### src/hw/tds_regs.svh
// Descriptor offsets, bit positions and counts for the transmit descriptor engine.
`ifndef TDS_REGS_SVH
`define TDS_REGS_SVH
`define TDS_OFF_W0 24'h000000
`define TDS_OFF_W1 24'h000002
`define TDS_OFF_W2 24'h000004
`define TDS_OFF_W3 24'h000006
`define TDS_DESC_SIZE 24'h000008
`define TDS_WORD_STEP 24'h000002
`define TDS_B_OWN 15
`define TDS_B_ERR 14
`define TDS_B_RSV 13
`define TDS_B_MULTI 12
`define TDS_B_SINGLE 11
`define TDS_B_DEF 10
`define TDS_B_FIRST 9
`define TDS_B_LAST 8
`define TDS_B3_UFLOW 14
`define TDS_B3_LATE 12
`define TDS_B3_CARRIER 11
`define TDS_B3_RTE 10
`define TDS_RETRY_LIMIT 5'h10
`define TDS_RETRY_ONE 5'h01
`define TDS_FIFO_DEPTH 2'h2
`endif

### src/hw/tds_pkg.sv
// Types shared by the transmit descriptor engine.
package tds_pkg;
  typedef struct packed {
    logic [15:0] data;
    logic first;
    logic last;
  } tds_word_s;
  typedef struct packed {
    logic [4:0] fail_count;
    logic deferred;
    logic late_collision;
    logic carrier_loss;
    logic underflow;
    logic [9:0] tdr;
  } tds_result_s;
  typedef struct packed {
    logic we;
    logic [23:0] addr;
    logic [15:0] wdata;
  } tds_mem_req_s;
  typedef enum logic [3:0] {
    ST_IDLE, ST_RD_W1, ST_RD_W0, ST_RD_W2, ST_XFER, ST_WAIT_RES, ST_WR_W3, ST_WR_W1
  } tds_state_e;
endpackage

### src/hw/tds_tx_descriptor_engine.sv
// Transmit descriptor engine: ownership handshake, buffer streaming and status write-back.
//
// Operation
// - Word 1 bit 15: 0 host, 1 controller.
// - Ownership bit changes last; then hands off.
// - Controller clears ownership when buffer finished.
// - Error summary is OR of four errors.
// - Reserved bit 13 always written zero.
// - Bit 12 set for more than one retry.
// - Bit 11 set for exactly one retry.
// - Bit 10 set when transmission was deferred.
// - First-buffer bit 9 never modified by controller.
// - Last-buffer bit 8 kept; both means single.
// - Bits 7:0 hold address 23:16, kept.
// - Word 2 length, two's complement, never written.
// - Word 3 at offset 6, valid on error.
// - Descriptor n at ring base plus 8n.
// - Retries exhausted after 16, or one attempt.
`timescale 1ns/1ns
`include "tds_regs.svh"
module tds_tx_descriptor_engine (
  input wire logic i_clk,
  input wire logic i_srst,
  input wire logic i_tx_enable,
  input wire logic [23:0] i_ring_base,
  input wire logic [2:0] i_ring_len_log2,
  input wire logic i_disable_retry_mode,
  output logic o_mem_req,
  output tds_pkg::tds_mem_req_s o_mem,
  input wire logic i_mem_ack,
  input wire logic [15:0] i_mem_rdata,
  output logic o_tx_valid,
  output tds_pkg::tds_word_s o_tx_word,
  input wire logic i_tx_ready,
  input wire logic i_res_valid,
  input wire tds_pkg::tds_result_s i_res
);
  import tds_pkg::*;

  // ----------------------------------------------------------------
  // Helpers
  // ----------------------------------------------------------------
  function automatic logic [23:0] desc_addr(input logic [23:0] base, input logic [6:0] idx,
                                            input logic [23:0] off);
    desc_addr = base + {17'h0, idx} * `TDS_DESC_SIZE + off;
  endfunction

  // Buffer length is stored negated; the word count rounds an odd byte up.
  function automatic logic [11:0] words_of(input logic [11:0] neg_len);
    logic [12:0] n;
    n = {1'b0, 12'h000 - neg_len} + 13'h0001;
    words_of = n[12:1];
  endfunction

  function automatic logic [15:0] w1_word(input logic [15:0] w1, input logic err, input logic multi,
                                          input logic single, input logic def);
    w1_word = w1;
    w1_word[`TDS_B_OWN] = 1'b0;
    w1_word[`TDS_B_ERR] = err;
    w1_word[`TDS_B_RSV] = 1'b0;
    w1_word[`TDS_B_MULTI] = multi;
    w1_word[`TDS_B_SINGLE] = single;
    w1_word[`TDS_B_DEF] = def;
  endfunction

  // ----------------------------------------------------------------
  // Result decode
  // ----------------------------------------------------------------
  logic rte_c;
  logic err_c;
  logic single_c;
  logic multi_c;
  logic [15:0] w3_c;
  always_comb begin
    rte_c = i_disable_retry_mode ? (i_res.fail_count >= `TDS_RETRY_ONE)
                                 : (i_res.fail_count >= `TDS_RETRY_LIMIT);
    err_c = i_res.late_collision | i_res.carrier_loss | i_res.underflow | rte_c;
    single_c = !rte_c && i_res.fail_count == `TDS_RETRY_ONE;
    multi_c = !rte_c && i_res.fail_count > `TDS_RETRY_ONE;
    w3_c = {6'h00, i_res.tdr};
    w3_c[`TDS_B3_UFLOW] = i_res.underflow;
    w3_c[`TDS_B3_LATE] = i_res.late_collision;
    w3_c[`TDS_B3_CARRIER] = i_res.carrier_loss;
    w3_c[`TDS_B3_RTE] = rte_c;
  end

  // ----------------------------------------------------------------
  // Descriptor sequencer
  // ----------------------------------------------------------------
  tds_state_e state_reg;
  logic [6:0] idx_reg;
  logic [15:0] w1_reg;
  logic [23:0] buf_ptr_reg;
  logic [11:0] words_left_reg;
  tds_mem_req_s mem_reg;
  logic [1:0] count_reg;
  logic fifo_space;
  logic [6:0] ring_mask;
  logic err_reg;
  logic multi_reg;
  logic single_reg;
  logic def_reg;

  assign fifo_space = count_reg < `TDS_FIFO_DEPTH;
  assign ring_mask = 7'((8'h01 << i_ring_len_log2) - 8'h01);
  // A read for the stream waits for room, so a stalled receiver never loses a word.
  assign o_mem_req = (state_reg == ST_RD_W1) || (state_reg == ST_RD_W0) || (state_reg == ST_RD_W2) ||
                     (state_reg == ST_XFER && fifo_space) || (state_reg == ST_WR_W3) ||
                     (state_reg == ST_WR_W1);
  assign o_mem = mem_reg;

  always_ff @(posedge i_clk) begin
    if (i_srst) begin
      state_reg <= ST_IDLE;
      idx_reg <= 7'h00;
      w1_reg <= 16'h0000;
      buf_ptr_reg <= 24'h000000;
      words_left_reg <= 12'h000;
      mem_reg <= '0;
    end else begin
      unique case (state_reg)
        ST_IDLE: begin
          if (i_tx_enable) begin
            state_reg <= ST_RD_W1;
            mem_reg <= '{we: 1'b0, addr: desc_addr(i_ring_base, idx_reg, `TDS_OFF_W1), wdata: 16'h0000};
          end
        end
        ST_RD_W1: begin
          if (i_mem_ack) begin
            w1_reg <= i_mem_rdata;
            // A host-owned descriptor is left untouched and polled again later.
            if (i_mem_rdata[`TDS_B_OWN]) begin
              state_reg <= ST_RD_W0;
              mem_reg.addr <= desc_addr(i_ring_base, idx_reg, `TDS_OFF_W0);
            end else begin
              state_reg <= ST_IDLE;
            end
          end
        end
        ST_RD_W0: begin
          if (i_mem_ack) begin
            buf_ptr_reg <= {w1_reg[7:0], i_mem_rdata};
            state_reg <= ST_RD_W2;
            mem_reg.addr <= desc_addr(i_ring_base, idx_reg, `TDS_OFF_W2);
          end
        end
        ST_RD_W2: begin
          if (i_mem_ack) begin
            words_left_reg <= words_of(i_mem_rdata[11:0]);
            if (words_of(i_mem_rdata[11:0]) != 12'h000) begin
              state_reg <= ST_XFER;
              mem_reg.addr <= buf_ptr_reg;
            end else if (w1_reg[`TDS_B_LAST]) begin
              state_reg <= ST_WAIT_RES;
            end else begin
              state_reg <= ST_WR_W1;
              mem_reg <= '{we: 1'b1, addr: desc_addr(i_ring_base, idx_reg, `TDS_OFF_W1),
                           wdata: w1_word(w1_reg, 1'b0, 1'b0, 1'b0, 1'b0)};
            end
          end
        end
        ST_XFER: begin
          if (i_mem_ack) begin
            words_left_reg <= words_left_reg - 12'h001;
            mem_reg.addr <= mem_reg.addr + `TDS_WORD_STEP;
            if (words_left_reg == 12'h001) begin
              if (w1_reg[`TDS_B_LAST]) begin
                state_reg <= ST_WAIT_RES;
              end else begin
                // A chained buffer goes back as soon as its last word is read.
                state_reg <= ST_WR_W1;
                mem_reg <= '{we: 1'b1, addr: desc_addr(i_ring_base, idx_reg, `TDS_OFF_W1),
                             wdata: w1_word(w1_reg, 1'b0, 1'b0, 1'b0, 1'b0)};
              end
            end
          end
        end
        ST_WAIT_RES: begin
          if (i_res_valid) begin
            if (err_c) begin
              state_reg <= ST_WR_W3;
              mem_reg <= '{we: 1'b1, addr: desc_addr(i_ring_base, idx_reg, `TDS_OFF_W3), wdata: w3_c};
            end else begin
              state_reg <= ST_WR_W1;
              mem_reg <= '{we: 1'b1, addr: desc_addr(i_ring_base, idx_reg, `TDS_OFF_W1),
                           wdata: w1_word(w1_reg, err_c, multi_c, single_c, i_res.deferred)};
            end
          end
        end
        ST_WR_W3: begin
          if (i_mem_ack) begin
            // Ownership goes back only after the error word is safely written.
            state_reg <= ST_WR_W1;
            mem_reg <= '{we: 1'b1, addr: desc_addr(i_ring_base, idx_reg, `TDS_OFF_W1),
                         wdata: w1_word(w1_reg, err_reg, multi_reg, single_reg, def_reg)};
          end
        end
        ST_WR_W1: begin
          if (i_mem_ack) begin
            state_reg <= ST_IDLE;
            mem_reg.we <= 1'b0;
            idx_reg <= (idx_reg + 7'h01) & ring_mask;
          end
        end
      endcase
    end
  end

  // ----------------------------------------------------------------
  // Transmit status
  // ----------------------------------------------------------------
  always_ff @(posedge i_clk) begin
    if (i_srst || (state_reg == ST_RD_W1 && i_mem_ack)) begin
      err_reg <= 1'b0;
      multi_reg <= 1'b0;
      single_reg <= 1'b0;
      def_reg <= 1'b0;
    end else if (state_reg == ST_WAIT_RES && i_res_valid) begin
      err_reg <= err_c;
      multi_reg <= multi_c;
      single_reg <= single_c;
      def_reg <= i_res.deferred;
    end
  end

  // ----------------------------------------------------------------
  // Two-entry stream buffer
  // ----------------------------------------------------------------
  tds_word_s fifo_mem [2];
  logic wr_ptr_reg;
  logic rd_ptr_reg;
  logic push;
  logic pop;
  assign push = state_reg == ST_XFER && o_mem_req && i_mem_ack;
  assign pop = o_tx_valid && i_tx_ready;
  assign o_tx_valid = count_reg != 2'h0;
  assign o_tx_word = fifo_mem[rd_ptr_reg];

  always_ff @(posedge i_clk) begin
    if (i_srst) begin
      wr_ptr_reg <= 1'b0;
      rd_ptr_reg <= 1'b0;
      count_reg <= 2'h0;
      fifo_mem[0] <= '0;
      fifo_mem[1] <= '0;
    end else begin
      if (push) begin
        fifo_mem[wr_ptr_reg] <= '{data: i_mem_rdata,
                                  first: w1_reg[`TDS_B_FIRST] && mem_reg.addr == buf_ptr_reg,
                                  last: w1_reg[`TDS_B_LAST] && words_left_reg == 12'h001};
        wr_ptr_reg <= !wr_ptr_reg;
      end
      if (pop) begin
        rd_ptr_reg <= !rd_ptr_reg;
      end
      count_reg <= count_reg + {1'b0, push} - {1'b0, pop};
    end
  end

  logic w1_wr;
  logic res_take;
  assign w1_wr = o_mem_req && o_mem.we && state_reg == ST_WR_W1;
  assign res_take = state_reg == ST_WAIT_RES && i_res_valid;
endmodule

### config.mk
export PLATFORM = sky130hd
export DESIGN_NAME = tds_tx_descriptor_engine
export DESIGN_NICKNAME = d
export VERILOG_FILES = /design/src/hw/tds_pkg.sv /design/src/hw/tds_tx_descriptor_engine.sv
export VERILOG_INCLUDE_DIRS = /design/src /design/src/hw
export SDC_FILE = /design/constraint.sdc
export NUM_CORES = 1
export LEC_CHECK = 0
export ABC_AREA = 1
export BUFFER_PORTS_ARGS = -buffer_cell sky130_fd_sc_hd__buf_2
export CORE_MARGIN = 10
export CORE_UTILIZATION = 49
export DETAILED_ROUTE_END_ITERATION = 6
export HOLD_SLACK_MARGIN = 0.05
export PLACE_DENSITY = 0.8
export SYNTH_ARGS = -nofsm -noshare
export SYNTH_HDL_FRONTEND = slang
export SYNTH_SLANG_ARGS = --single-unit
### constraint.sdc
create_clock -name i_clk -period 9.35 [get_ports i_clk]
set_clock_uncertainty 0.15 [all_clocks]
set_input_delay 1.87 -clock i_clk [delete_from_list [all_inputs] [get_ports i_clk]]
set_output_delay 1.87 -clock i_clk [all_outputs]
set_load 0.02 [all_outputs]
==> flow_summary_export.csv <==
group,metric,value,unit
die,initial_utilization,50.2,%
synth,synth_async_sr_flop_share,0,%
setup_path,r2r.worst_path.cells,8,
synth,synth-edff-count,36,
place,place.gp.congestion,1.06,
pwr,total_leakage_power,5.75,nW
place,dpl.hpwl,30400,um
synth,synthFlopType,"dfxtp_1",
detailed_routing,drtIter0Drc,1623,
layout,antenna_cells,0,
setup_path,critical_path.endpoint_type,"register",
synth,synth-seq-cells,140,
global_routing,grt_max_degree,60,
setup_path,required,9.50,ns
sta,setup_tns,0,ns
synth,synth_top_area_share,18.8,%
sta,clock.fmax,211,MHz
die,dieArea,29000,sq um
sta,rsz0062_at_grt,"no",
clock_tree,clock-sinks,140,
synth,synth_largest_area_cell,"dfxtp_1",
detailed_routing,wl_per_cell,18.2,um
clock_tree,cts_buffers,17,
global_routing,grt_pass1_wl,61000,um
pwr,p_per_area,199,nW/um^2
setup_path,r2r-start,"state_reg[0]$_SDFFE_PP0P_",
run_status,status,"complete, no violations",
clock_tree,cts_resized,0,
synth,yosysSeqAreaShare,28.6,%
die,pin_count,130,
layout,utilization,56.6,%
sta,period_minus_slack,4.74,ns
synth,synth-warning-count,0,
detailed_routing,viasPerCell,5.77,
setup_path,reg2reg_to,"fifo_mem[1][16]$_SDFFCE_PN0P_",
global_routing,grt.overflow.total,0,
synth,avgSynthCellArea,6.30,sq um
clock_tree,clock_path_buffers,2,
pwr,max-vdd-ir-drop,0.000131,V
detailed_routing,postRouteAntennaNets,0,
setup_path,startpoint,"i_mem_rdata[0]",
clock_tree,cts_tree,"yes",
layout,drive_gt1_share,13.3,%
detailed_routing,route.detailed.drc,0,
synth,ys_top_cells_by_area,"dfxtp_1 (19%), nand2_1 (15%), edfxtp_1 (9.8%)",
sta,slew_viol_final,0,
sta,finalHoldViolations,0,
setup_path,rrSetupSlack,5.37,ns
detailed_routing,vias,12400,
sta,worstMarginPinSlew,0.833,ns
setup_path,crit_type,"primary input to register",
layout,area_delta_synth_final,12.8,%
global_routing,grt_pass1_vias,11300,
sta,slew_headroom,44.4,%
synth,syn_area,11100,sq um
layout,nNetsFinal,1951,
place,port_buffers,127,
clock_tree,cts_root_buffer,"clkbuf_16",
synth,yosysMostFrequentCell,"nand2_1",
layout,multi_input_area,6810,sq um
sta,whs,0.302,ns
clock_tree,ctsHtreeMaxLevel,4,
worst_hold_path,hold_depth,1,
run,cap_violations,0,
setup_path,start_kind,"primary input",
synth,netlist_top_cells_count,"nand2_1 (443), inv_1 (209), nor2_1 (201)",
die,row_count,54,
layout,largest_reg_flops,39,
die,die_h,170,um
global_routing,antenna_found_initial,1,
synth,synth_cells,1754,
layout,fillers,2172,
worst_hold_path,hold_path.class,"register to register",
clock_tree,post_cts_buffers,0,
setup_path,critical_path.max_fanout,20,
detailed_routing,drt_pass1_iterations,7,
sta,post-route-period-util,50.7,%
clock_tree,clock_latency,0.43,ns
die,die_w,170,um
detailed_routing,wl,39300,um
setup_path,endpoint,"o_mem[10]$_SDFFE_PP0P_",
sta,setup_violations,0,
clock_tree,ctsHoldBuffers,0,
layout,ff_latch_area,3160,sq um
clock_tree,clkTransAtPathRegs,0.07,ns
die,core,22000,sq um
global_routing,grt_usage,26.4,%
setup_path,cp.arrival,4.89,ns
synth,synth.distinct_cells,62,
==> layout make-up <==
type                    instances  area share (%)
clock inverters                15            1.37
multi-input cells            1344            54.6
flip-flops and latches        140            25.4
clock buffers                  17            3.41
inverters                     219            6.60
well taps                     280            2.81
repair buffers                139            5.82
==> per-layer routing <==
layer / routed length (um) / vias to the layer above / track usage (%)
li1: - / 6053 / -
met1: 16900 / 5543 / 35.3
met2: 17000 / 730 / 41.0
met3: 3970 / 100 / 5.83
met4: 1410 / 2 / 8.92
met5: 13 / - / 0
==> how the worst min path moves through the flow <==
stage,from,endpoint,slack [ns]
after floorplan,rd_ptr_reg$_SDFFE_PP0P_,register,0.28
after global placement,rd_ptr_reg$_SDFFE_PP0P_,rd_ptr_reg$_SDFFE_PP0P_,0.29
after detailed placement,rd_ptr_reg$_SDFFE_PP0P_,rd_ptr_reg$_SDFFE_PP0P_,0.29
after CTS,rd_ptr_reg$_SDFFE_PP0P_,rd_ptr_reg$_SDFFE_PP0P_,0.30
after global routing,rd_ptr_reg$_SDFFE_PP0P_,rd_ptr_reg$_SDFFE_PP0P_,0.33
final,rd_ptr_reg$_SDFFE_PP0P_,rd_ptr_reg$_SDFFE_PP0P_,0.30
==> where the power goes <==
group	switching (mW)	leakage, nW	internal, mW	total, mW
Sequential	0.121	1.22	0.702	0.824
Clock	0.315	0.285	0.382	0.697
Combinational	0.642	4.24	0.314	0.956
Total	1.08	5.75	1.40	2.48
==> cells by family after synthesis <==
| family | Yosys count | synth area share [%] |
|---|---|---|
| AOI/OAI and AO/OA | 312 | 15.9 |
| xor gates and xnor gates | 37 | 3.00 |
| adders and majority gates | 21 | 2.44 |
| buffers and inverters | 271 | 9.80 |
| DFF | 140 | 28.6 |
| muxes | 18 | 1.83 |
| other | 1 | 0.0339 |
| and+or+nand+nor | 954 | 38.4 |
==> critical path, stage by stage <==
cell and delay (ns):
buf_2 0.13, inv_2 0.20, ha_1 0.32, inv_1 0.07, nand2_1 0.09, nand2_2 0.08
inv_2 0.06, nand2_2 0.05, nor2_4 0.13, nand3_4 0.10, nor2_4 0.16, nand3b_1 0.08
nand2_1 0.15, inv_2 0.07, nor2_4 0.12, nand2_2 0.30, nand2_4 0.25, nand3_4 0.21
clkinv_2 0.24, nand2_1 0.07, o21ai_0 0.07, nor2_1 0.05
==> placed cells by master, fill, tap and decap left out, types with 7 or more instances in the layout <==
cell	netlist	routed
xor2_1	20	20
nor2_1	201	200
xnor2_1	16	16
o21a_1	9	9
a21oi_1	123	123
inv_1	209	209
nand4_1	38	38
o211ai_1	10	10
clkbuf_16	0	17
nor4_1	10	10
nand3_1	179	179
buf_2	4	127
nand2_2	11	11
nor3_1	21	21
nor2_2	11	12
nor2_4	7	7
inv_2	7	7
nand2_1	443	443
o21ai_0	110	109
o22ai_1	11	11
mux2_2	18	18
dfxtp_1	104	104
edfxtp_1	36	36
ha_1	20	20
nand3_2	7	7
buf_4	4	12
==> through the flow <==
step           instances  power (mW)  area [sq um]  setup slack [ns]
4_1_cts             2154        2.45         12500              4.67
2_1_floorplan       1755        1.46         11100              4.95
3_3_place_gp        2122        1.75         11900              4.24
5_1_grt             2154        2.60         12500              4.29
3_5_place_dp        2122        1.76         11900              4.23
6_report            2154        2.48         12500              4.61
Power figures use the tool's default switching activity.
